--- src/inc/wrtc_defines.svh ---
`ifndef WRTC_DEFINES_SVH
`define WRTC_DEFINES_SVH
// ****************************************
// Register offsets
// ****************************************
`define WRTC_OFS_CTRL    8'h00
`define WRTC_OFS_CH1MODE 8'h04
`define WRTC_OFS_DELAY   8'h08
`define WRTC_OFS_COUNT   8'h0C
`define WRTC_OFS_MINW    8'h10
`define WRTC_OFS_MAXW    8'h14
`define WRTC_OFS_HOLDOFF 8'h18
`define WRTC_OFS_TIMER   8'h1C
`define WRTC_OFS_CMD     8'h20
`define WRTC_OFS_STATUS  8'h24
// ****************************************
// Control field positions
// ****************************************
`define WRTC_F_RUN       0
`define WRTC_F_ENMODE    2
`define WRTC_F_ENSRC     3
`define WRTC_F_TRGSRC    5
`define WRTC_F_RETRIG    7
`define WRTC_F_TRGEDGE   8
`define WRTC_F_EVTEDGE   10
`define WRTC_F_COMMON    12
`define WRTC_F_GATEPOL   13
`define WRTC_CTRL_W      14
`define WRTC_CMD_TRIG    0
`define WRTC_CMD_EN      1
`define WRTC_CMD_ABORT   2
// ****************************************
// Reset values and limits
// ****************************************
`define WRTC_RST_CTRL    14'h0500
`define WRTC_RST_COUNT   20'h0_0001
`define WRTC_MAX_COUNT   20'hF_4240
`define WRTC_MAX_DELAY   23'h7A_1200
`endif

--- src/inc/wrtc_pkg.sv ---
// ****************************************
// Shared types
// ****************************************
package wrtc_pkg;
    typedef enum logic [3:0] {
        ST_IDLE  = 4'b0001,
        ST_DELAY = 4'b0010,
        ST_PLAY  = 4'b0100,
        ST_SPARE = 4'b1000
    } wrtc_state_t;
    typedef enum logic [1:0] {
        RUN_CONT  = 2'b00,
        RUN_TRIG  = 2'b01,
        RUN_GATED = 2'b10
    } wrtc_run_t;
    typedef enum logic [1:0] {
        EN_BUS   = 2'b00,
        EN_EVENT = 2'b01,
        EN_FRONT = 2'b10
    } wrtc_ensrc_t;
    typedef enum logic [1:0] {
        TS_FRONT = 2'b00,
        TS_BUS   = 2'b01,
        TS_INT   = 2'b10,
        TS_EVENT = 2'b11
    } wrtc_trgsrc_t;
endpackage

--- src/rtl/wrtc_top.sv ---
// Operation
// - Three run modes, shared by all shapes
// - Continuous mode replays waveform back to back
// - Reset gives continuous run, self-armed enable
// - Remote abort stops armed continuous output at once
// - Common feed copies run mode across channels
// - Self-armed ignores enable, abort; runs when on
// - Armed idles, starts on enable, stops on abort
// - Armed enable from bus, event or front
// - Event input edge: rising, falling or either
// - Triggered mode plays one burst of count cycles per trigger
// - Hold first-sample level between triggered cycles
// - Front source ignores remote trigger commands
// - Bus source ignores hardware trigger inputs
// - Remote abort may end running triggered cycle
// - Lockout retrigger drops triggers while playing
// - Override retrigger restarts cycle at any time outside holdoff
// - Only the selected trigger source is active
// - Trigger edge: rising, falling or both
// - Zero delay disables delayed trigger
// - Burst of one to one million cycles
// - Optional minimum pulse width qualifier
// - Optional maximum width; both form window
// - Delay in sample clocks, zero to 8M
// - Gated mode finishes cycle after gate closes
`timescale 1ns/10ps
`default_nettype none
`include "wrtc_defines.svh"
module wrtc_top (
    // APB slave
    input  wire logic        pclk,
    input  wire logic        presetn,
    input  wire logic        psel,
    input  wire logic        penable,
    input  wire logic        pwrite,
    input  wire logic [7:0]  paddr,
    input  wire logic [31:0] pwdata,
    output logic             pready,
    output logic [31:0]      prdata,
    output logic             pslverr,
    // Stimulus pins
    input  wire logic        front_connector_source,
    input  wire logic        event_in,
    input  wire logic        panel_push_stimulus,
    // Playback engine
    input  wire logic        output_on,
    input  wire logic        func_valid,
    input  wire logic        wave_done,
    output logic             wave_start,
    output logic             play_active,
    output logic             hold_first,
    output logic             armed_idle,
    output logic [1:0]       ch1_run_mode
);
    // ****************************************
    // Helpers
    // ****************************************
    function automatic logic edge_hit(input logic cur, input logic prv, input logic [1:0] sel);
        edge_hit = (sel[0] & cur & ~prv) | (sel[1] & ~cur & prv);
    endfunction

    function automatic logic [22:0] clamp_delay(input logic [31:0] v);
        clamp_delay = (v > {9'h000, `WRTC_MAX_DELAY}) ? `WRTC_MAX_DELAY : v[22:0];
    endfunction

    function automatic logic [19:0] clamp_count(input logic [31:0] v);
        if (v == 32'h0000_0000) begin
            clamp_count = `WRTC_RST_COUNT;
        end else if (v > {12'h000, `WRTC_MAX_COUNT}) begin
            clamp_count = `WRTC_MAX_COUNT;
        end else begin
            clamp_count = v[19:0];
        end
    endfunction

    // ****************************************
    // Registers
    // ****************************************
    logic [`WRTC_CTRL_W-1:0] ctrl_r;
    logic [1:0]              ch1_mode_r;
    logic [22:0]             delay_r;
    logic [19:0]             count_r;
    logic [23:0]             minw_r;
    logic [23:0]             maxw_r;
    logic [23:0]             holdoff_r;
    logic [23:0]             timer_r;
    logic                    cmd_trig_r;
    logic                    cmd_en_r;
    logic                    cmd_abort_r;
    wrtc_pkg::wrtc_state_t   state_r;
    wrtc_pkg::wrtc_state_t   state_nxt;
    logic [22:0]             delay_cnt_r;
    logic [19:0]             burst_r;
    logic [23:0]             hold_cnt_r;
    logic [23:0]             width_r;
    logic [23:0]             tmr_cnt_r;
    logic [2:0]              sync1_r;
    logic [2:0]              sync2_r;
    logic [2:0]              prev_r;

    logic [1:0] run_mode;
    logic       armed;
    logic [1:0] en_src;
    logic [1:0] trg_src;
    logic       override;
    logic [1:0] trg_edge;
    logic [1:0] evt_edge;
    logic       wr_en;
    logic       rd_en;

    assign run_mode = ctrl_r[`WRTC_F_RUN +: 2];
    assign armed    = ctrl_r[`WRTC_F_ENMODE];
    assign en_src   = ctrl_r[`WRTC_F_ENSRC +: 2];
    assign trg_src  = ctrl_r[`WRTC_F_TRGSRC +: 2];
    assign override = ctrl_r[`WRTC_F_RETRIG];
    assign trg_edge = ctrl_r[`WRTC_F_TRGEDGE +: 2];
    assign evt_edge = ctrl_r[`WRTC_F_EVTEDGE +: 2];
    assign wr_en    = psel & penable & pwrite;
    assign rd_en    = psel & ~penable & ~pwrite;
    assign pready   = 1'b1;
    assign ch1_run_mode = ch1_mode_r;

    // ****************************************
    // Register writes
    // ****************************************
    always_ff @(posedge pclk or negedge presetn) begin
        if (!presetn) begin
            ctrl_r     <= `WRTC_RST_CTRL;
            ch1_mode_r <= 2'h0;
            delay_r    <= 23'h00_0000;
            count_r    <= `WRTC_RST_COUNT;
            minw_r     <= 24'h00_0000;
            maxw_r     <= 24'h00_0000;
            holdoff_r  <= 24'h00_0000;
            timer_r    <= 24'h00_0000;
        end else if (wr_en) begin
            if (paddr == `WRTC_OFS_CTRL) begin
                ctrl_r <= pwdata[`WRTC_CTRL_W-1:0];
                if (pwdata[`WRTC_F_COMMON]) begin
                    ch1_mode_r <= pwdata[`WRTC_F_RUN +: 2];
                end
            end else if (paddr == `WRTC_OFS_CH1MODE) begin
                ch1_mode_r <= pwdata[1:0];
                if (ctrl_r[`WRTC_F_COMMON]) begin
                    ctrl_r[`WRTC_F_RUN +: 2] <= pwdata[1:0];
                end
            end else if (paddr == `WRTC_OFS_DELAY) begin
                delay_r <= clamp_delay(pwdata);
            end else if (paddr == `WRTC_OFS_COUNT) begin
                count_r <= clamp_count(pwdata);
            end else if (paddr == `WRTC_OFS_MINW) begin
                minw_r <= pwdata[23:0];
            end else if (paddr == `WRTC_OFS_MAXW) begin
                maxw_r <= pwdata[23:0];
            end else if (paddr == `WRTC_OFS_HOLDOFF) begin
                holdoff_r <= pwdata[23:0];
            end else if (paddr == `WRTC_OFS_TIMER) begin
                timer_r <= pwdata[23:0];
            end
        end
    end

    // Remote commands are one-cycle pulses from a CMD write.
    always_ff @(posedge pclk or negedge presetn) begin
        if (!presetn) begin
            cmd_trig_r  <= 1'b0;
            cmd_en_r    <= 1'b0;
            cmd_abort_r <= 1'b0;
        end else begin
            cmd_trig_r  <= wr_en & (paddr == `WRTC_OFS_CMD) & pwdata[`WRTC_CMD_TRIG];
            cmd_en_r    <= wr_en & (paddr == `WRTC_OFS_CMD) & pwdata[`WRTC_CMD_EN];
            cmd_abort_r <= wr_en & (paddr == `WRTC_OFS_CMD) & pwdata[`WRTC_CMD_ABORT];
        end
    end

    // ****************************************
    // Register reads
    // ****************************************
    logic        mapped;
    logic [31:0] rd_val;
    always_comb begin
        mapped = 1'b1;
        rd_val = 32'h0000_0000;
        if (paddr == `WRTC_OFS_CTRL) begin
            rd_val = {18'h0_0000, ctrl_r};
        end else if (paddr == `WRTC_OFS_CH1MODE) begin
            rd_val = {30'h0000_0000, ch1_mode_r};
        end else if (paddr == `WRTC_OFS_DELAY) begin
            rd_val = {9'h000, delay_r};
        end else if (paddr == `WRTC_OFS_COUNT) begin
            rd_val = {12'h000, count_r};
        end else if (paddr == `WRTC_OFS_MINW) begin
            rd_val = {8'h00, minw_r};
        end else if (paddr == `WRTC_OFS_MAXW) begin
            rd_val = {8'h00, maxw_r};
        end else if (paddr == `WRTC_OFS_HOLDOFF) begin
            rd_val = {8'h00, holdoff_r};
        end else if (paddr == `WRTC_OFS_TIMER) begin
            rd_val = {8'h00, timer_r};
        end else if (paddr == `WRTC_OFS_CMD) begin
            rd_val = 32'h0000_0000;
        end else if (paddr == `WRTC_OFS_STATUS) begin
            rd_val = {4'h0, burst_r, 3'h0, (hold_cnt_r != 24'h00_0000), state_r};
        end else begin
            mapped = 1'b0;
        end
    end

    // Read data and error are captured in the setup cycle.
    always_ff @(posedge pclk or negedge presetn) begin
        if (!presetn) begin
            prdata  <= 32'h0000_0000;
            pslverr <= 1'b0;
        end else if (psel & ~penable) begin
            prdata  <= rd_en ? rd_val : 32'h0000_0000;
            pslverr <= ~mapped;
        end
    end

    // ****************************************
    // Pin synchronisers
    // ****************************************
    always_ff @(posedge pclk or negedge presetn) begin
        if (!presetn) begin
            sync1_r <= 3'h0;
            sync2_r <= 3'h0;
            prev_r  <= 3'h0;
        end else begin
            sync1_r <= {panel_push_stimulus, event_in, front_connector_source};
            sync2_r <= sync1_r;
            prev_r  <= sync2_r;
        end
    end

    logic front_lvl;
    logic front_prv;
    logic hw_lvl;
    logic hw_prv;
    logic [1:0] hw_sel;
    assign front_lvl = sync2_r[0] | sync2_r[2];
    assign front_prv = prev_r[0] | prev_r[2];
    assign hw_lvl    = (trg_src == wrtc_pkg::TS_EVENT) ? sync2_r[1] : front_lvl;
    assign hw_prv    = (trg_src == wrtc_pkg::TS_EVENT) ? prev_r[1] : front_prv;
    assign hw_sel    = (trg_src == wrtc_pkg::TS_EVENT) ? evt_edge : trg_edge;

    // ****************************************
    // Pulse width qualifier
    // ****************************************
    logic act;
    logic act_prv;
    logic qual_on;
    logic qual_ok;
    logic pulse_end;
    assign act       = hw_lvl ^ (hw_sel == 2'b10);
    assign act_prv   = hw_prv ^ (hw_sel == 2'b10);
    assign pulse_end = act_prv & ~act;
    assign qual_on   = (minw_r != 24'h00_0000) | (maxw_r != 24'h00_0000);
    assign qual_ok   = ((minw_r == 24'h00_0000) | (width_r > minw_r)) &
                       ((maxw_r == 24'h00_0000) | (width_r < maxw_r));

    always_ff @(posedge pclk or negedge presetn) begin
        if (!presetn) begin
            width_r <= 24'h00_0000;
        end else if (!act) begin
            width_r <= 24'h00_0000;
        end else if (width_r != 24'hFF_FFFF) begin
            width_r <= width_r + 24'h00_0001;
        end
    end

    // ****************************************
    // Trigger source selection
    // ****************************************
    logic hw_trig;
    logic timer_hit;
    logic raw_trig;
    logic auto_delay;
    assign hw_trig    = qual_on ? (pulse_end & qual_ok) : edge_hit(hw_lvl, hw_prv, hw_sel);
    assign timer_hit  = (timer_r != 24'h00_0000) && (tmr_cnt_r >= timer_r - 24'h00_0001);
    assign auto_delay = (trg_src == wrtc_pkg::TS_INT) && (delay_r != 23'h00_0000);

    always_comb begin
        case (trg_src)
            wrtc_pkg::TS_FRONT: raw_trig = hw_trig;
            wrtc_pkg::TS_BUS:   raw_trig = cmd_trig_r;
            wrtc_pkg::TS_INT:   raw_trig = timer_hit & ~auto_delay;
            default:            raw_trig = hw_trig;
        endcase
    end

    always_ff @(posedge pclk or negedge presetn) begin
        if (!presetn) begin
            tmr_cnt_r <= 24'h00_0000;
        end else if (trg_src != wrtc_pkg::TS_INT || run_mode != wrtc_pkg::RUN_TRIG || timer_hit) begin
            tmr_cnt_r <= 24'h00_0000;
        end else begin
            tmr_cnt_r <= tmr_cnt_r + 24'h00_0001;
        end
    end

    logic trig_ok;
    assign trig_ok = raw_trig && (hold_cnt_r == 24'h00_0000) &&
                     (override || state_r == wrtc_pkg::ST_IDLE) &&
                     (run_mode == wrtc_pkg::RUN_TRIG);

    always_ff @(posedge pclk or negedge presetn) begin
        if (!presetn) begin
            hold_cnt_r <= 24'h00_0000;
        end else if (trig_ok) begin
            hold_cnt_r <= holdoff_r;
        end else if (hold_cnt_r != 24'h00_0000) begin
            hold_cnt_r <= hold_cnt_r - 24'h00_0001;
        end
    end

    // ****************************************
    // Enable, abort and gate
    // ****************************************
    logic enable_ev;
    logic gate_open;
    logic run_ok;
    always_comb begin
        case (en_src)
            wrtc_pkg::EN_BUS:   enable_ev = cmd_en_r;
            wrtc_pkg::EN_EVENT: enable_ev = edge_hit(sync2_r[1], prev_r[1], evt_edge);
            wrtc_pkg::EN_FRONT: enable_ev = edge_hit(front_lvl, front_prv, trg_edge);
            default:            enable_ev = 1'b0;
        endcase
    end
    assign gate_open = hw_lvl ^ ctrl_r[`WRTC_F_GATEPOL];
    assign run_ok    = output_on & func_valid;

    // ****************************************
    // Run state machine
    // ****************************************
    logic start;
    logic load_delay;
    logic load_burst;
    logic dec_burst;
    logic use_delay;
    assign use_delay = delay_r != 23'h00_0000;

    always_comb begin
        state_nxt  = state_r;
        start      = 1'b0;
        load_delay = 1'b0;
        load_burst = 1'b0;
        dec_burst  = 1'b0;
        if (!run_ok) begin
            state_nxt = wrtc_pkg::ST_IDLE;
        end else if (run_mode == wrtc_pkg::RUN_CONT) begin
            if (!armed) begin
                start     = (state_r != wrtc_pkg::ST_PLAY) | wave_done;
                state_nxt = wrtc_pkg::ST_PLAY;
            end else if (cmd_abort_r) begin
                state_nxt = wrtc_pkg::ST_IDLE;
            end else if (state_r == wrtc_pkg::ST_PLAY) begin
                start = wave_done;
            end else if (enable_ev) begin
                start     = 1'b1;
                state_nxt = wrtc_pkg::ST_PLAY;
            end else begin
                state_nxt = wrtc_pkg::ST_IDLE;
            end
        end else if (run_mode == wrtc_pkg::RUN_TRIG) begin
            if (cmd_abort_r) begin
                state_nxt = wrtc_pkg::ST_IDLE;
            end else if (trig_ok || (state_r == wrtc_pkg::ST_IDLE && auto_delay)) begin
                load_burst = 1'b1;
                if (use_delay) begin
                    load_delay = 1'b1;
                    state_nxt  = wrtc_pkg::ST_DELAY;
                end else begin
                    start     = 1'b1;
                    state_nxt = wrtc_pkg::ST_PLAY;
                end
            end else begin
                case (state_r)
                    wrtc_pkg::ST_DELAY: begin
                        if (delay_cnt_r <= 23'h00_0001) begin
                            start     = 1'b1;
                            state_nxt = wrtc_pkg::ST_PLAY;
                        end
                    end
                    wrtc_pkg::ST_PLAY: begin
                        if (wave_done && burst_r > 20'h0_0001) begin
                            start     = 1'b1;
                            dec_burst = 1'b1;
                        end else if (wave_done && auto_delay) begin
                            load_burst = 1'b1;
                            load_delay = 1'b1;
                            state_nxt  = wrtc_pkg::ST_DELAY;
                        end else if (wave_done) begin
                            state_nxt = wrtc_pkg::ST_IDLE;
                        end
                    end
                    wrtc_pkg::ST_IDLE: state_nxt = wrtc_pkg::ST_IDLE;
                    default:           state_nxt = wrtc_pkg::ST_IDLE;
                endcase
            end
        end else begin
            if (cmd_abort_r) begin
                state_nxt = wrtc_pkg::ST_IDLE;
            end else if (state_r == wrtc_pkg::ST_PLAY) begin
                if (wave_done && gate_open) begin
                    start = 1'b1;
                end else if (wave_done) begin
                    state_nxt = wrtc_pkg::ST_IDLE;
                end
            end else if (gate_open) begin
                start     = 1'b1;
                state_nxt = wrtc_pkg::ST_PLAY;
            end else begin
                state_nxt = wrtc_pkg::ST_IDLE;
            end
        end
    end

    always_ff @(posedge pclk or negedge presetn) begin
        if (!presetn) begin
            state_r <= wrtc_pkg::ST_IDLE;
        end else begin
            state_r <= state_nxt;
        end
    end

    always_ff @(posedge pclk or negedge presetn) begin
        if (!presetn) begin
            delay_cnt_r <= 23'h00_0000;
        end else if (load_delay) begin
            delay_cnt_r <= delay_r;
        end else if (delay_cnt_r != 23'h00_0000) begin
            delay_cnt_r <= delay_cnt_r - 23'h00_0001;
        end
    end

    always_ff @(posedge pclk or negedge presetn) begin
        if (!presetn) begin
            burst_r <= 20'h0_0000;
        end else if (load_burst) begin
            burst_r <= count_r;
        end else if (dec_burst) begin
            burst_r <= burst_r - 20'h0_0001;
        end else if (state_nxt == wrtc_pkg::ST_IDLE) begin
            burst_r <= 20'h0_0000;
        end
    end

    // ****************************************
    // Engine outputs
    // ****************************************
    always_ff @(posedge pclk or negedge presetn) begin
        if (!presetn) begin
            wave_start  <= 1'b0;
            play_active <= 1'b0;
            hold_first  <= 1'b0;
            armed_idle  <= 1'b0;
        end else begin
            wave_start  <= start;
            play_active <= state_nxt == wrtc_pkg::ST_PLAY;
            hold_first  <= (state_nxt != wrtc_pkg::ST_PLAY) && (run_mode != wrtc_pkg::RUN_CONT);
            armed_idle  <= (state_nxt != wrtc_pkg::ST_PLAY) && (run_mode == wrtc_pkg::RUN_CONT) && armed;
        end
    end
endmodule
`default_nettype wire

--- config.mk ---
export PLATFORM = sky130hd
export DESIGN_NAME = wrtc_top
export DESIGN_NICKNAME = d
export VERILOG_FILES = /design/src/inc/wrtc_pkg.sv /design/src/rtl/wrtc_top.sv
export VERILOG_INCLUDE_DIRS = /design/src /design/src/inc
export SDC_FILE = /design/constraint.sdc
export NUM_CORES = 1
export LEC_CHECK = 0
export ABC_AREA = 1
export BUFFER_PORTS_ARGS = -buffer_cell sky130_fd_sc_hd__buf_2
export CAP_MARGIN = 25
export CORE_MARGIN = 2
export CORE_UTILIZATION = 45
export DETAILED_ROUTE_END_ITERATION = 8
export GPL_TIMING_DRIVEN = 0
export PLACE_DENSITY = 0.66
export SLEW_MARGIN = 20
export SYNTH_ARGS = -nofsm -noshare
export SYNTH_HDL_FRONTEND = slang
export SYNTH_SLANG_ARGS = --single-unit
export TNS_END_PERCENT = 20
--- constraint.sdc ---
create_clock -name pclk -period 5 [get_ports pclk]
set_input_delay 0.5 -clock pclk [delete_from_list [all_inputs] [get_ports pclk]]
set_output_delay 0.5 -clock pclk [all_outputs]
set_load 0.01 [all_outputs]
# == After elaboration in Yosys (flattened, before gate mapping) ==
# Cells that the tools add are included.
# Widths: inputs -> output; s select.
# totals
reg_bits,323
inputBits,51
output_inout_bits,40
elab_cells,269
# op_classes
add_sub_neg,6
magnitude_cmp,7
eq_ne,28
muxes,102
n_bitwise,55
n_reduce_logical,44
# ops
op,n
$mux 28,10
$mux 24,5
$mux 20,5
$reduce_bool 24->1,4
$logic_not 24->1,3
$mux 23,3
$mux 4,15
$mux 1,49
$add 24x1->24 const B,2
$sub 24x1->24 const B,2
$reduce_bool 23->1,2
$eq 8x5->1 const B,4
$gt 32x20->1 const B,1
$gt 32x23->1 const B,1
$logic_not 32->1,1
$mux 32,1
$and 1x1->1,25
$ge 24x24->1,1
$gt 24x24->1,1
$lt 24x24->1,1
$ne 24x24->1 const B,1
$le 23x1->1 const B,1
$sub 23x1->23 const B,1
$gt 20x1->1 const B,1
other kinds (34),102

# == Depth between registers and ports, before layout ==
# Gate-level depths: netlist of run 1.
# depth
ltp_word,22
depth_mapped,28
ltp_nobuf,28

# == Least setup slack after synthesis of run 1 ==
# Ideal clock, no wire load.
# synth_timing
kind,register to register
start,register timer_r[2]
end,register delay_cnt_r[1]
setup_time_ps,120
arrival_ps,3540
required_ps,4880
path_slack_ps,1340
stages_incl_launch_ff,25
n_path_buf,2
period_less_slack_ps,3660
path_cell_list,dfrtp_1 > nor2_1 > nand2_1 > nor3_1 > nand2_1 > nor3_1 > nand3_1 > xor2_1 > inv_1 > ha_1 > nand2_1 > nor2_1 > nand4_1 > nor2_1 > nand2_1 > nand4_1 > nand3_1 > a21oi_4 > nand2_4 > nand3_4 > nand3_2 > buf_4 > buf_6 > o21ai_1 > nand2_1
# synth_via
elab_chain_len,15
elab_cells_between_ends,17
classes_between,add/sub (1); order compare (1); mux (7); bitwise (1); reduce/logical (7)
# synth_rtl
element,line_no,rtl
start: declaration,wrtc_top.sv:86,logic [23:0] timer_r;
start signal: assignment,wrtc_top.sv:158,timer_r <= pwdata[23:0];
$sub 24x1->24,wrtc_top.sv:279,assign timer_hit = (timer_r != 24'h00_0000) && (tmr_cnt_r >= timer_r - 24'h00_0001);
$ge 24x24->1,wrtc_top.sv:279,
$logic_and 1x1->1 *,wrtc_top.sv:279,
$and 1x1->1 *,wrtc_top.sv:286,wrtc_pkg::TS_INT: raw_trig = timer_hit & ~auto_delay;
$pmux 1 s2 *,wrtc_top.sv:283,case (trg_src)
$logic_and 1x1->1 * (2 in series),wrtc_top.sv:302,assign trig_ok = raw_trig && (hold_cnt_r == 24'h00_0000) &&
$logic_and 1x1->1 *,wrtc_top.sv:303,(override || state_r == wrtc_pkg::ST_IDLE) &&
$logic_or 1x1->1 *,wrtc_top.sv:368,end else if (trig_ok || (state_r == wrtc_pkg::ST_IDLE && auto_delay)) begin
$mux 1 *,wrtc_top.sv:368,
$mux 1 *,wrtc_top.sv:366,if (cmd_abort_r) begin
$mux 1 *,wrtc_top.sv:365,end else if (run_mode == wrtc_pkg::RUN_TRIG) begin
$mux 1 *,wrtc_top.sv:351,end else if (run_mode == wrtc_pkg::RUN_CONT) begin
$mux 1 *,wrtc_top.sv:349,if (!run_ok) begin
$mux 23 or $reduce_bool 2->1 (tied branches),n/a,
end signal: assignment,wrtc_top.sv:431,delay_cnt_r <= delay_r;
end signal: assignment,wrtc_top.sv:433,delay_cnt_r <= delay_cnt_r - 23'h00_0001;
end: declaration,wrtc_top.sv:92,logic [22:0] delay_cnt_r;
# Every way passes the cells marked *; elsewhere a longest branch is shown, timed or not.
# A chain may end at the register's enable or synchronous reset.

# == Worst setup path after layout of run 1 ==
# layout_timing
start,register timer_r[0]
end,register delay_cnt_r[10]
# The elaborated chain is that of the path after synthesis.

==> flow_results.org, run 1 <==
** Global routing
- Number of global-route vias before repair :: 16.94k
- Largest net degree at the start of global routing :: 97
- The total overflow left after global routing is 0.
- The first global-routing pass estimated 103600 um of wire.
- Antenna violations before repair :: 2
- Total routing resource utilization after global routing :: 31.65%

** Critical path
- Largest fanout of any net on the critical path :: 10
- The most critical setup path has its startpoint at timer_r[0].
- In this run the critical register-to-register path is captured at delay_cnt_r[10].
- The worst setup path is of the reg -> reg kind.
- Depth of the worst register-to-register path :: 24
- Critical Path Start Type :: flip-flop
- The critical path ends at delay_cnt_r[10].
- STA classifies the critical path endpoint as a flip-flop.
- Critical path required time :: 5.50 ns
- Reg2Reg Setup Slack :: 0.49 ns
- Worst r2r src :: timer_r[0]
- Crit path DAT :: 5.00 ns

** Detailed routing
- Wirelength, routed :: 69110 um
- Routed vias :: 17.76k
- Via count normalized by instance count :: 5.724
- Iteration-0 DRC count of the detailed router :: 1654
- Number of nets with antenna violations after detailed routing :: 0
- After detailed routing, the number of remaining DRC violations is 0.
- Post-detailed-route wirelength per cell :: 22.27 um
- Before antenna repair, the detailed router went through 6 iterations.

** Pwr
- Portion of total power attributed to combinational logic :: 12.5%
- Power per cell area :: 313.5 nW/um2
- Worst IR drop on VDD :: 0.2132 mV
- Proportion of power drawn by the clock network :: 44.8%
- Static Leak :: 0.01038 uW
- In this run the power spent charging and discharging nets is 1836 uW.
- Of the total power, the share spent switching nets is 27.57%.
- Internal power :: 4822 uW
- Sequential cells account for 42.7% of the total power.

** Floorplanning
- DIE AREA :: 43150 um2
- Row generation in the floorplan step produced 74 rows.
- Die span in x :: 207.7 um
- Core region area :: 40920 um2
- Initial Util :: 45.63%
- Measured along the y axis, the die boundary spans 207.7 um.
- Top-level port count :: 91

** Finish
- Summed area of non-filler cells in the final layout :: 21240 um2
- The repair_antennas step left the layout with diodes totalling 0.
- In the final layout, the share of cells above drive strength 1 is 8.479%.
- Most common cell after layout, fill and taps aside :: nand2_1
- Number of nets in the finished design :: 2677
- Fill cell total of the finished layout :: 3860
- Final core utilization :: 51.90%
- Final instance count without filler cells :: 3103
- The top cell types in the final layout, fill and taps aside, are nand2_1, inv_1, dfrtp_1.
- Area growth from synthesis to final layout :: 13.72%

** Synthesis
- Fraction of post-synthesis cell area in the top cell type by area :: 42.21%
- Proportion of synthesized flip-flops having asynchronous set or reset :: 100.0%
- YS warnings :: 0
- Sorting the synthesized cells by area gives the leading types as dfrtp_1, nand2_1, o21ai_0.
- Average cell area after synthesis :: 7.746 um2
- Count of flip-flops with a built-in enable after synthesis :: 0
- The cell area that synthesis handed to floorplanning was 18680 um2.
- Gate count after technology mapping :: 2411
- Library cell with the largest summed area after synthesis :: dfrtp_1
- Sequential elements use 42.77% of the synthesized area.
- In the synthesized netlist the dominant register cell turns out to be dfrtp_1.
- The netlist uses 63 different library cells.
- Synthesis inferred 319 register bits.

** Clocking
- The cell sitting at the root of the clock tree is a clkbuf_16.
- At the later pin of the worst-skew pair, clock insertion delay measures 0.58 ns.
- No sink is reached through more buffers than the 3 on the longest clock path.
- Number of sinks driven by the clock tree :: 319
- Clock buffer count from CTS :: 38
- Number of setup buffers added after CTS :: 0
- In this run the number of H-tree levels came out at 2.
- After clock tree synthesis, the clock-pin slew on the worst setup and hold paths is 0.06 ns.
- Clock tree from TritonCTS :: yes

** Placed design
- Once placement finished, the instance area stood at 19870 um2.
- Number of I/O port buffers :: 85
- Instance count after placement with tap cells included :: 3035
- Global placement routability congestion :: 0.9905
- Final HPWL DP :: 53350 um

** Status
- The flow ran to the end, and the final reports show no timing, DRC or antenna violations.

** Timing
- Max-slew headroom :: 25.25%
- Hold WS :: 0.03855 ns
- The count of final max-slew check failures came to 0.
- Setup TNS :: 0 ns
- Total count of hold-check failures in the final report :: 0
- Static timing analysis puts the maximum clock frequency at 0.2219 GHz.
- At the pin with the least slew margin, the transition time is 1.113 ns.
- Final Cycle Share :: 90.12%
- Unrepaired setup endpoints after global routing :: no
- Min Tclk post-route :: 4.506 ns
- Setup violations remaining at the end of the flow were counted as 0.
- Between clock sinks in the finished design, the worst skew comes to 0.03307 ns.

** Min path
- The min-delay analysis places its worst path in the category in -> reg.

** Job
- # Max-Cap Violations :: 0
[stage by stage]
stage	setup WS, ns	power (uW)
global placement	-2.750	3675
global route	0.04054	6896
CTS	0.09462	6673
detailed placement	0.1341	3705
floorplan	1.340	3394
finish	0.4941	6658
[state kept, by name, indices dropped and copies added (netlist names), 24 cells and up]
register	flops
minw_r	24
holdoff_r	24
hold_cnt_r	24
tmr_cnt_r	24
maxw_r	24
width_r	24
prdata	28
timer_r	24
[cell type report]
type / instances / area, um2 / area share (%)
repair buffers: 89 / 528.0 / 2.486
plain buffers: 79 / 349.1 / 1.644
inverters: 321 / 1205 / 5.673
clock inverters: 15 / 229.0 / 1.078
multi-input cells: 1696 / 9169 / 43.17
well taps: 532 / 665.6 / 3.134
clock buffers: 52 / 1105 / 5.202
flip-flops and latches: 319 / 7988 / 37.61
[worst max-delay path, cell delays in order, from the launching register on]
cell and delay (ns):
dfrtp_1 0.38, inv_1 0.16, nand2_1 0.12, nor3_2 0.26
nand2_1 0.18, nor3_2 0.38, nand3_1 0.14, xor2_1 0.19
inv_1 0.07, ha_1 0.29, nand2_1 0.07, nor2_1 0.11
nand4_1 0.14, inv_1 0.11, nand2_1 0.05, nand4_1 0.27
nand3_1 0.18, a21oi_4 0.32, nand2_4 0.19, nand3_4 0.14
nand2_4 0.10, nor2_4 0.22, buf_6 0.20, nand2_2 0.08
a21oi_2 0.11
[logic make-up after synthesis]
family                     share of synthesized area, %
other                                           0.04021
adders and majority gates                         5.494
AOI/OAI and AO/OA                                 15.62
xor gates and xnor gates                          4.174
buffers and inverters                             8.321
and+or+nand+nor                                   23.58
DFF                                               42.77
[routing by layer]
layer / vias up / part of all wire (%) / wire length [um] / global-route usage (%)
met3: 161 / 7.5 / 5163 / 4.750
met4: 0 / 5.2 / 3609 / 15.38
met2: 806 / 45 / 31070 / 49.67
met5: - / 0 / 0 / 0
met1: 8514 / 42 / 29270 / 42.98
li1: 8280 / - / - / -
[synthesized netlist by cell type (3+ instances only)]
master,n
xor2_1,65
a21o_1,7
nor2_1,226
buf_4,8
o21ai_0,245
nor3_1,58
buf_2,6
xnor2_1,24
clkbuf_1,62
o31ai_1,9
dfstp_2,4
a22o_1,4
nor4_1,15
nand4_1,64
a22oi_1,4
ha_1,82
o21a_1,6
dfrtp_1,315
o211ai_1,6
o21ai_1,5
nand2_1,538
nor3b_1,4
clkinv_1,3
a31oi_1,9
a32oi_1,3
a21oi_1,79
inv_1,316
nand2_2,13
a21oi_2,10
a32o_1,10
a221oi_1,17
o22ai_1,41
or2_2,5
o221ai_1,12
o2111ai_1,10
nand3_1,90
[timing repair]
item / in CTS / in global routing
setup endpoints to repair: 0 / 56
gates resized for setup: 0 / 4
hold buffers: 1 / 0
endpoints found under the hold margin: 69 / 0
[how the worst min path moves through the flow]
stage	start	end	slack (ns)	depth (start not counted)
after detailed placement	sync1_r[0]	sync2_r[0]	0.34	0
after floorplan	presetn	armed_idle	0.20	0
after CTS	front_connector_source	sync1_r[0]	0.02	1
after global routing	front_connector_source	sync1_r[0]	0.02	1
after global placement	sync1_r[0]	sync2_r[0]	0.34	0
final	event_in	sync1_r[1]	0.04	1
[power groups by stage]
| stage | clock (uW) | sequential (uW) | combinational, uW |
|---|---|---|---|
| floorplan | 0 | 2860 | 536 |
| global placement | 0 | 2890 | 788 |
| detailed placement | 0 | 2890 | 817 |
| CTS | 3010 | 2840 | 825 |
| global route | 3100 | 2860 | 934 |
| finish | 2980 | 2840 | 830 |
Power figures use the tool's default switching activity.
==> inputs of run 2 (changes only) <==
==> constraint.sdc (replaced) <==
create_clock -name pclk -period 5 [get_ports pclk]
set_input_delay 0.75 -clock pclk [delete_from_list [all_inputs] [get_ports pclk]]
set_output_delay 0.75 -clock pclk [all_outputs]
set_load 0.01 [all_outputs]
==> run 2 against run 1 <==
  * Setup slack worse by 0.0051 ns
  * Global-route usage stayed put
  * Register-to-register slack barely moved
  * Clock power about the same
  * Fmax fell by 0.11%
  * Clock skew decreased by 0.0018 ns
  * Routed wire length fell by 0.25%
  * Critical path type unchanged
  * Largest cell class unchanged
  * Largest power group unchanged
==> flow_results.org, run 2 (synthesis results as in run 1) <==
** Finish
- 0 antenna diodes ended up in the layout.
- From synthesis to final layout, the design area changed by 13.67%.
- Fraction of layout cells with a size suffix above 1 :: 8.482%
- Commonest cells after routing, fill and taps aside :: nand2_1, inv_1, dfrtp_1
- Number of nets in the finished design :: 2676
- Final instance count without filler cells :: 3102
- Most common cell after layout, fill and taps aside :: nand2_1
- Once layout is complete, the utilization of the core stands at 51.87%.
- Number of flip-flops under the largest register name :: 28
- The register with the most flip-flops in the final layout is prdata.
- Summed area of non-filler cells in the final layout :: 21230 um2

** Pwr
- Worst IR drop on VDD :: 0.2123 mV
- Static Leak :: 0.01037 uW
- Dividing total power by cell area gives a power density of 313.2 nW/um2.

** Global routing
- The number of antenna violations at the first check in global routing came to 2.
- Global routing finished with a remaining overflow of 0.
- Global routing used 31.65% of the available tracks across all layers.
- Number of global-route vias before repair :: 16.94k
- Largest net degree at the start of global routing :: 97
- The first global-routing pass estimated 103600 um of wire.

** Critical path
- STA puts the critical path data required time at 5.44 ns.
- Largest fanout of any net on the critical path :: 10
- Critical path start-end classification :: reg -> reg
- Setup crit end kind :: flip-flop
- The number of cells on the worst reg-to-reg path is 24.
- Crit path DAT :: 4.95 ns
- STA classifies the critical path startpoint as a flip-flop.
- Reg2Reg Setup Slack :: 0.49 ns
- Worst r2r src :: timer_r[0]
- Tracing the worst setup path back leads to its startpoint at timer_r[0].
- The endpoint identified for the worst register-to-register timing path is burst_r[15].

** Clocking
- The later pin in the worst-skew pair is clocked with a latency of 0.57 ns.
- TritonCTS built the clock tree.
- Maximum buffer depth of the clock tree :: 3
- The tree built by TritonCTS fans out to 319 sinks.
- The number of setup buffers added after CTS is 0.
- Post-CTS resize count :: 0
- The H-tree generated during clock tree synthesis spans 2 levels.
- Buffer type at the clock tree root :: clkbuf_16
- Clock-pin slew was measured on the worst setup and hold paths at 0.06 ns.
- For this design, the CTS-stage hold fixing added 0 buffers.
- The number of clock buffers added by TritonCTS is 38.

** Min path
- The path class of the tightest hold or removal check is in -> async.

** Timing
- Hold WS :: 0.1495 ns
- Max-slew headroom :: 27.50%
- After layout, the worst setup slack is 0.4890 ns.
- The smallest clock period supported by the final layout is computed as 4.511 ns.
- Setup violations remaining at the end of the flow were counted as 0.
- At the pin with the least slew margin, the transition time is 1.079 ns.
- Setup repair after global routing left no endpoint under its margin.
- After layout, the worst path uses 90.22% of the clock period.
- Across the routed clock network, the largest skew measured is 0.03130 ns.
- Total count of max-transition violations in the final report :: 0
- For this run, the top clock speed supported by timing is 0.2217 GHz.
- Total count of hold-check failures in the final report :: 0

** Placed design
- Number of I/O port buffers :: 85
- The congestion estimate from routability-driven global placement came to 0.9905.
- In this run the cell area measured after placement is 19870 um2.
- Instance count after placement with tap cells included :: 3035
- Final HPWL DP :: 53350 um
- Worst setup slack before clock tree synthesis :: 0.1341 ns

** Floorplanning
- The die is 207.7 um tall.
- The die covers 43150 um2.
- # rows :: 74
- 91 I/O pins were placed.
- Core region area :: 40920 um2
- Initial Util :: 45.63%
- Die span in x :: 207.7 um

** Status
- Status :: completed

** Detailed routing
- In this run the remaining antenna-violating nets after routing total 0.
- Pre-antenna DRT Iters :: 5
- Post-detailed-route wirelength per cell :: 22.22 um
- The detailed router placed 17.74k vias in this run.
- Iteration-0 DRC count of the detailed router :: 1666
- Wires add up to 68940 um.
- Detailed-route DRC error count :: 0
- Using the TritonRoute via totals, the vias-per-cell ratio works out to 5.720.

** Job
- # Max-Cap Violations :: 0
run 2: changes by cell type in the layout (fill, tap and decap cells not counted):
cell / before / now
dlygate4sd3_1: 1 / 0
run 2: layer usage:
layer	global-route usage (%)	vias to the layer above	wire length (um)
met1	42.98	8511	28680
met4	15.38	0	3732
met2	49.67	785	30950
li1	-	8282	-
met5	0	-	0
met3	4.750	164	5568
run 2: per-stage QoR:
stage,power (uW),setup TNS [ns]
6_report,6648,0
5_1_grt,6895,0
4_1_cts,6672,0
3_5_place_dp,3705,0
3_3_place_gp,3675,-927.41
2_1_floorplan,3394,0
run 2: where the power goes:
part | total, uW | internal, uW | switching, uW
Sequential | 2850 | 2720 | 124
Combinational | 829 | 291 | 538
Clock | 2970 | 1810 | 1170
run 2: area by class of cell:
type,instances,area [um2]
Clock inverter,15,229.0
Inverter,321,1205
Tap cell,532,665.6
Sequential cell,319,7988
Multi-Input combinational cell,1696,9169
Buffer,79,349.1
Fill cell,3858,19700
Clock buffer,52,1105
Timing Repair Buffer,88,518.0
run 2: critical path, cell delays in order (launching register included):
cell and delay (ns):
dfrtp_1 0.37, inv_1 0.16, nand2_1 0.12, nor3_2 0.26, nand2_1 0.17, nor3_2 0.38
nand3_1 0.14, xor2_1 0.19, inv_1 0.07, ha_1 0.29, nand2_1 0.08, inv_1 0.04
nand2_1 0.05, a21oi_1 0.06, nor2_1 0.16, nand4_1 0.35, nand3_1 0.24, a21oi_4 0.12
nand2_4 0.18, nand3_4 0.13, nand2_4 0.13, clkbuf_1 0.40, o22ai_1 0.14, inv_1 0.08
nand2_1 0.05
run 2: worst max path at each step:
stage                           end  slack, ns  cells past startpoint
global route        delay_cnt_r[11]       0.04                     24
CTS                     burst_r[13]       0.09                     23
floorplan            delay_cnt_r[1]       1.34                     24
finish                  burst_r[15]       0.49                     24
detailed placement      burst_r[15]       0.13                     23
global placement    delay_cnt_r[14]      -3.00                      1
==> inputs of run 3 (changes only) <==
==> constraint.sdc (replaced) <==
create_clock -name pclk -period 5.7 [get_ports pclk]
set_input_delay 0.855 -clock pclk [delete_from_list [all_inputs] [get_ports pclk]]
set_output_delay 0.855 -clock pclk [all_outputs]
set_load 0.01 [all_outputs]
==> run 3 against run 2 <==
  * Final area about the same
  * Register-to-register slack better by 0.24 ns
  * Flip-flop and latch count did not move
  * Highest routed layer unchanged
  * Critical endpoint is now burst_r[17]
  * Critical path type unchanged
  * Largest cell class unchanged
==> flow_results.org, run 3 (synthesis results as in run 1) <==
** Critical path
- STA classifies the critical path startpoint as a flip-flop.
- Data arrives at the worst endpoint at 5.41 ns.
- Largest fanout of any net on the critical path :: 8
- Critical path required time :: 6.14 ns
- Setup crit end kind :: flip-flop
- The critical path is of the reg -> reg type.

** Timing
- F_max :: 0.2010 GHz
- Max-slew headroom :: 27.02%
- Pin slew with the least headroom to its limit :: 1.086 ns
- Total of endpoints with negative setup slack in the final report :: 0
- Total count of max-transition violations in the final report :: 0
- The worst path in the final design needs a cycle of 4.975 ns, including I/O delays and setup.
- Final Cycle Share :: 87.29%
- Min setup slack post-route :: 0.7246 ns
- Unrepaired setup endpoints after global routing :: no
- Setup TNS :: 0 ns
- On the final layout, the worst clock skew is 0.03289 ns.
- The hold violation count in the final report came to 0.

** Detailed routing
- Max Used Layer :: met4
- Wire segments on met3 add up to 5409 um in the final route.
- Iteration-0 DRC count of the detailed router :: 1752
- After detailed routing, the total wire length is 69020 um.
- Detailed-route DRC error count :: 0
- Via count normalized by instance count :: 5.726
- Met1 WL :: 28970 um
- Pre-antenna DRT Iters :: 6
- After detailed routing, the met2 layer carries 31020 um of wire.
- Detailed routing inserted a total of 17.76k vias.
- Number of nets with antenna violations after detailed routing :: 0
- In the final routed layout, each cell accounts on average for 22.25 um.

** Min path
- Type of the most critical hold path :: in -> async

** Placed design
- At the end of routability-driven placement, the weighted congestion stood at 0.9905.
- After legalization and detailed placement, the total HPWL measured 53350 um.
- At the placement stage, the worst setup path has a slack of 0.8341 ns.
- Number of I/O port buffers :: 85

** Global routing
- Global-route wire length before repair :: 103600 um
- The number of global-route vias before repair was 16.94k.
- Entering global routing, the biggest net connects 97 pins.
- For this run, the total global-route usage over all layers was measured as 31.65%.
- Aggregate global routing overflow :: 0
- Antenna violations before repair :: 2

** Pwr
- Static Leak :: 0.01037 uW
- Power per cell area :: 275.0 nW/um2
- The worst-case IR drop observed on VDD is 0.1867 mV.

** Finish
- Fraction of layout cells with a size suffix above 1 :: 8.327%
- The register with the most flip-flops in the layout has 28 of them.
- Commonest cells after routing, fill and taps aside :: nand2_1, inv_1, dfrtp_1
- The filler cells instantiated in the layout total 3860.
- Ranked by flip-flop count, first place goes to prdata.
- The library cell used most frequently in the layout, excluding fill and tap cells, is nand2_1.
- Count of inserted antenna diode cells :: 0
- At the end of the flow, the number of nets in the layout was 2676.
- Area growth from synthesis to final layout :: 13.56%
- Final core utilization :: 51.82%

** Clocking
- Post-CTS resize count :: 0
- In this run the number of H-tree levels came out at 2.
- The root buffer cell chosen for the clock tree is clkbuf_16.
- Clock tree from TritonCTS :: yes
- Maximum buffer depth of the clock tree :: 3
- Counting every sink on the clock net gives 319.
- Number of setup buffers added after CTS :: 0
- Buffers inserted to repair hold after CTS numbered 0.
- The clock reaches the later pin of the worst-skew pair after 0.58 ns.
- TritonCTS created 38 clock buffers.
- Clock-pin slew was measured on the worst setup and hold paths at 0.06 ns.

** Floorplanning
- DIE AREA :: 43150 um2
- # rows :: 74
- In this run the standard cell core region covers 40920 um2.
- Initial Util :: 45.63%
- 91 I/O pins were placed.
- Die span in x :: 207.7 um
- The die is 207.7 um tall.

** Status
- Status :: completed

** Job
- Across the run, the number of max-cap violations was 0.
==> run 3: worst paths after layout <==
check                      slack, ns  cells after the start        from            end
setup reg to reg                0.72                     24  timer_r[0]    burst_r[17]
setup / recovery                0.72                     24  timer_r[0]    burst_r[17]
max in group asynchronous       4.19                      3     presetn     count_r[0]
hold / removal                  0.25                      1     presetn  tmr_cnt_r[14]
min in group pclk               0.34                      0  sync1_r[2]     sync2_r[2]
hold reg to reg                 0.34                      0  sync1_r[2]     sync2_r[2]
==> run 3: routing by layer <==
layer,vias up,global-route usage [%]
met2,816,49.67
met5,-,0
met1,8507,42.98
li1,8277,-
met4,0,15.38
met3,162,4.750
==> run 3: area by class of cell <==
type | instances | area (um2) | area share [%]
inverter | 321 | 1205 | 5.681
buffer | 79 | 349.1 | 1.646
clock inverter | 15 | 229.0 | 1.080
multi-input combinational | 1696 | 9149 | 43.14
clock buffer | 52 | 1105 | 5.209
tap | 532 | 665.6 | 3.139
sequential | 319 | 7988 | 37.66
timing repair buffer | 88 | 518.0 | 2.442
==> run 3: per-stage QoR <==
step | hold slack, ns | instances | total power (uW) | cell area (um2)
floorplan | 0.3312 | 2415 | 2978 | 18690
global placement | 0.3387 | 3032 | 3224 | 19780
detailed placement | 0.3434 | 3035 | 3250 | 19870
CTS | 0.2671 | 3102 | 5853 | 21210
global route | 0.3057 | 3102 | 6047 | 21210
finish | 0.2536 | 3102 | 5832 | 21210
==> run 3: power by group <==
| group | internal (uW) | leakage [uW] | total, uW | switching [uW] |
|---|---|---|---|---|
| combinational | 255 | 0.00557 | 727 | 472 |
| clock | 1590 | 0.000656 | 2610 | 1020 |
| sequential | 2390 | 0.00414 | 2500 | 109 |
==> run 3: critical path: stages, from the launching register on <==
cell	delay, ns
dfrtp_1	0.38
inv_1	0.16
nand2_1	0.12
nor3_1	0.40
nand2_1	0.19
nor3_1	0.56
nand3_1	0.16
xor2_1	0.20
inv_1	0.07
ha_1	0.29
nand2_1	0.07
nor2_1	0.11
nand4_1	0.14
inv_1	0.11
nand2_1	0.05
nand4_1	0.27
nand3_1	0.19
a21oi_4	0.32
nand2_4	0.19
nand3_1	0.13
nand2_1	0.05
nand2_1	0.13
nand3_1	0.31
nand2_1	0.17
nand2_1	0.07
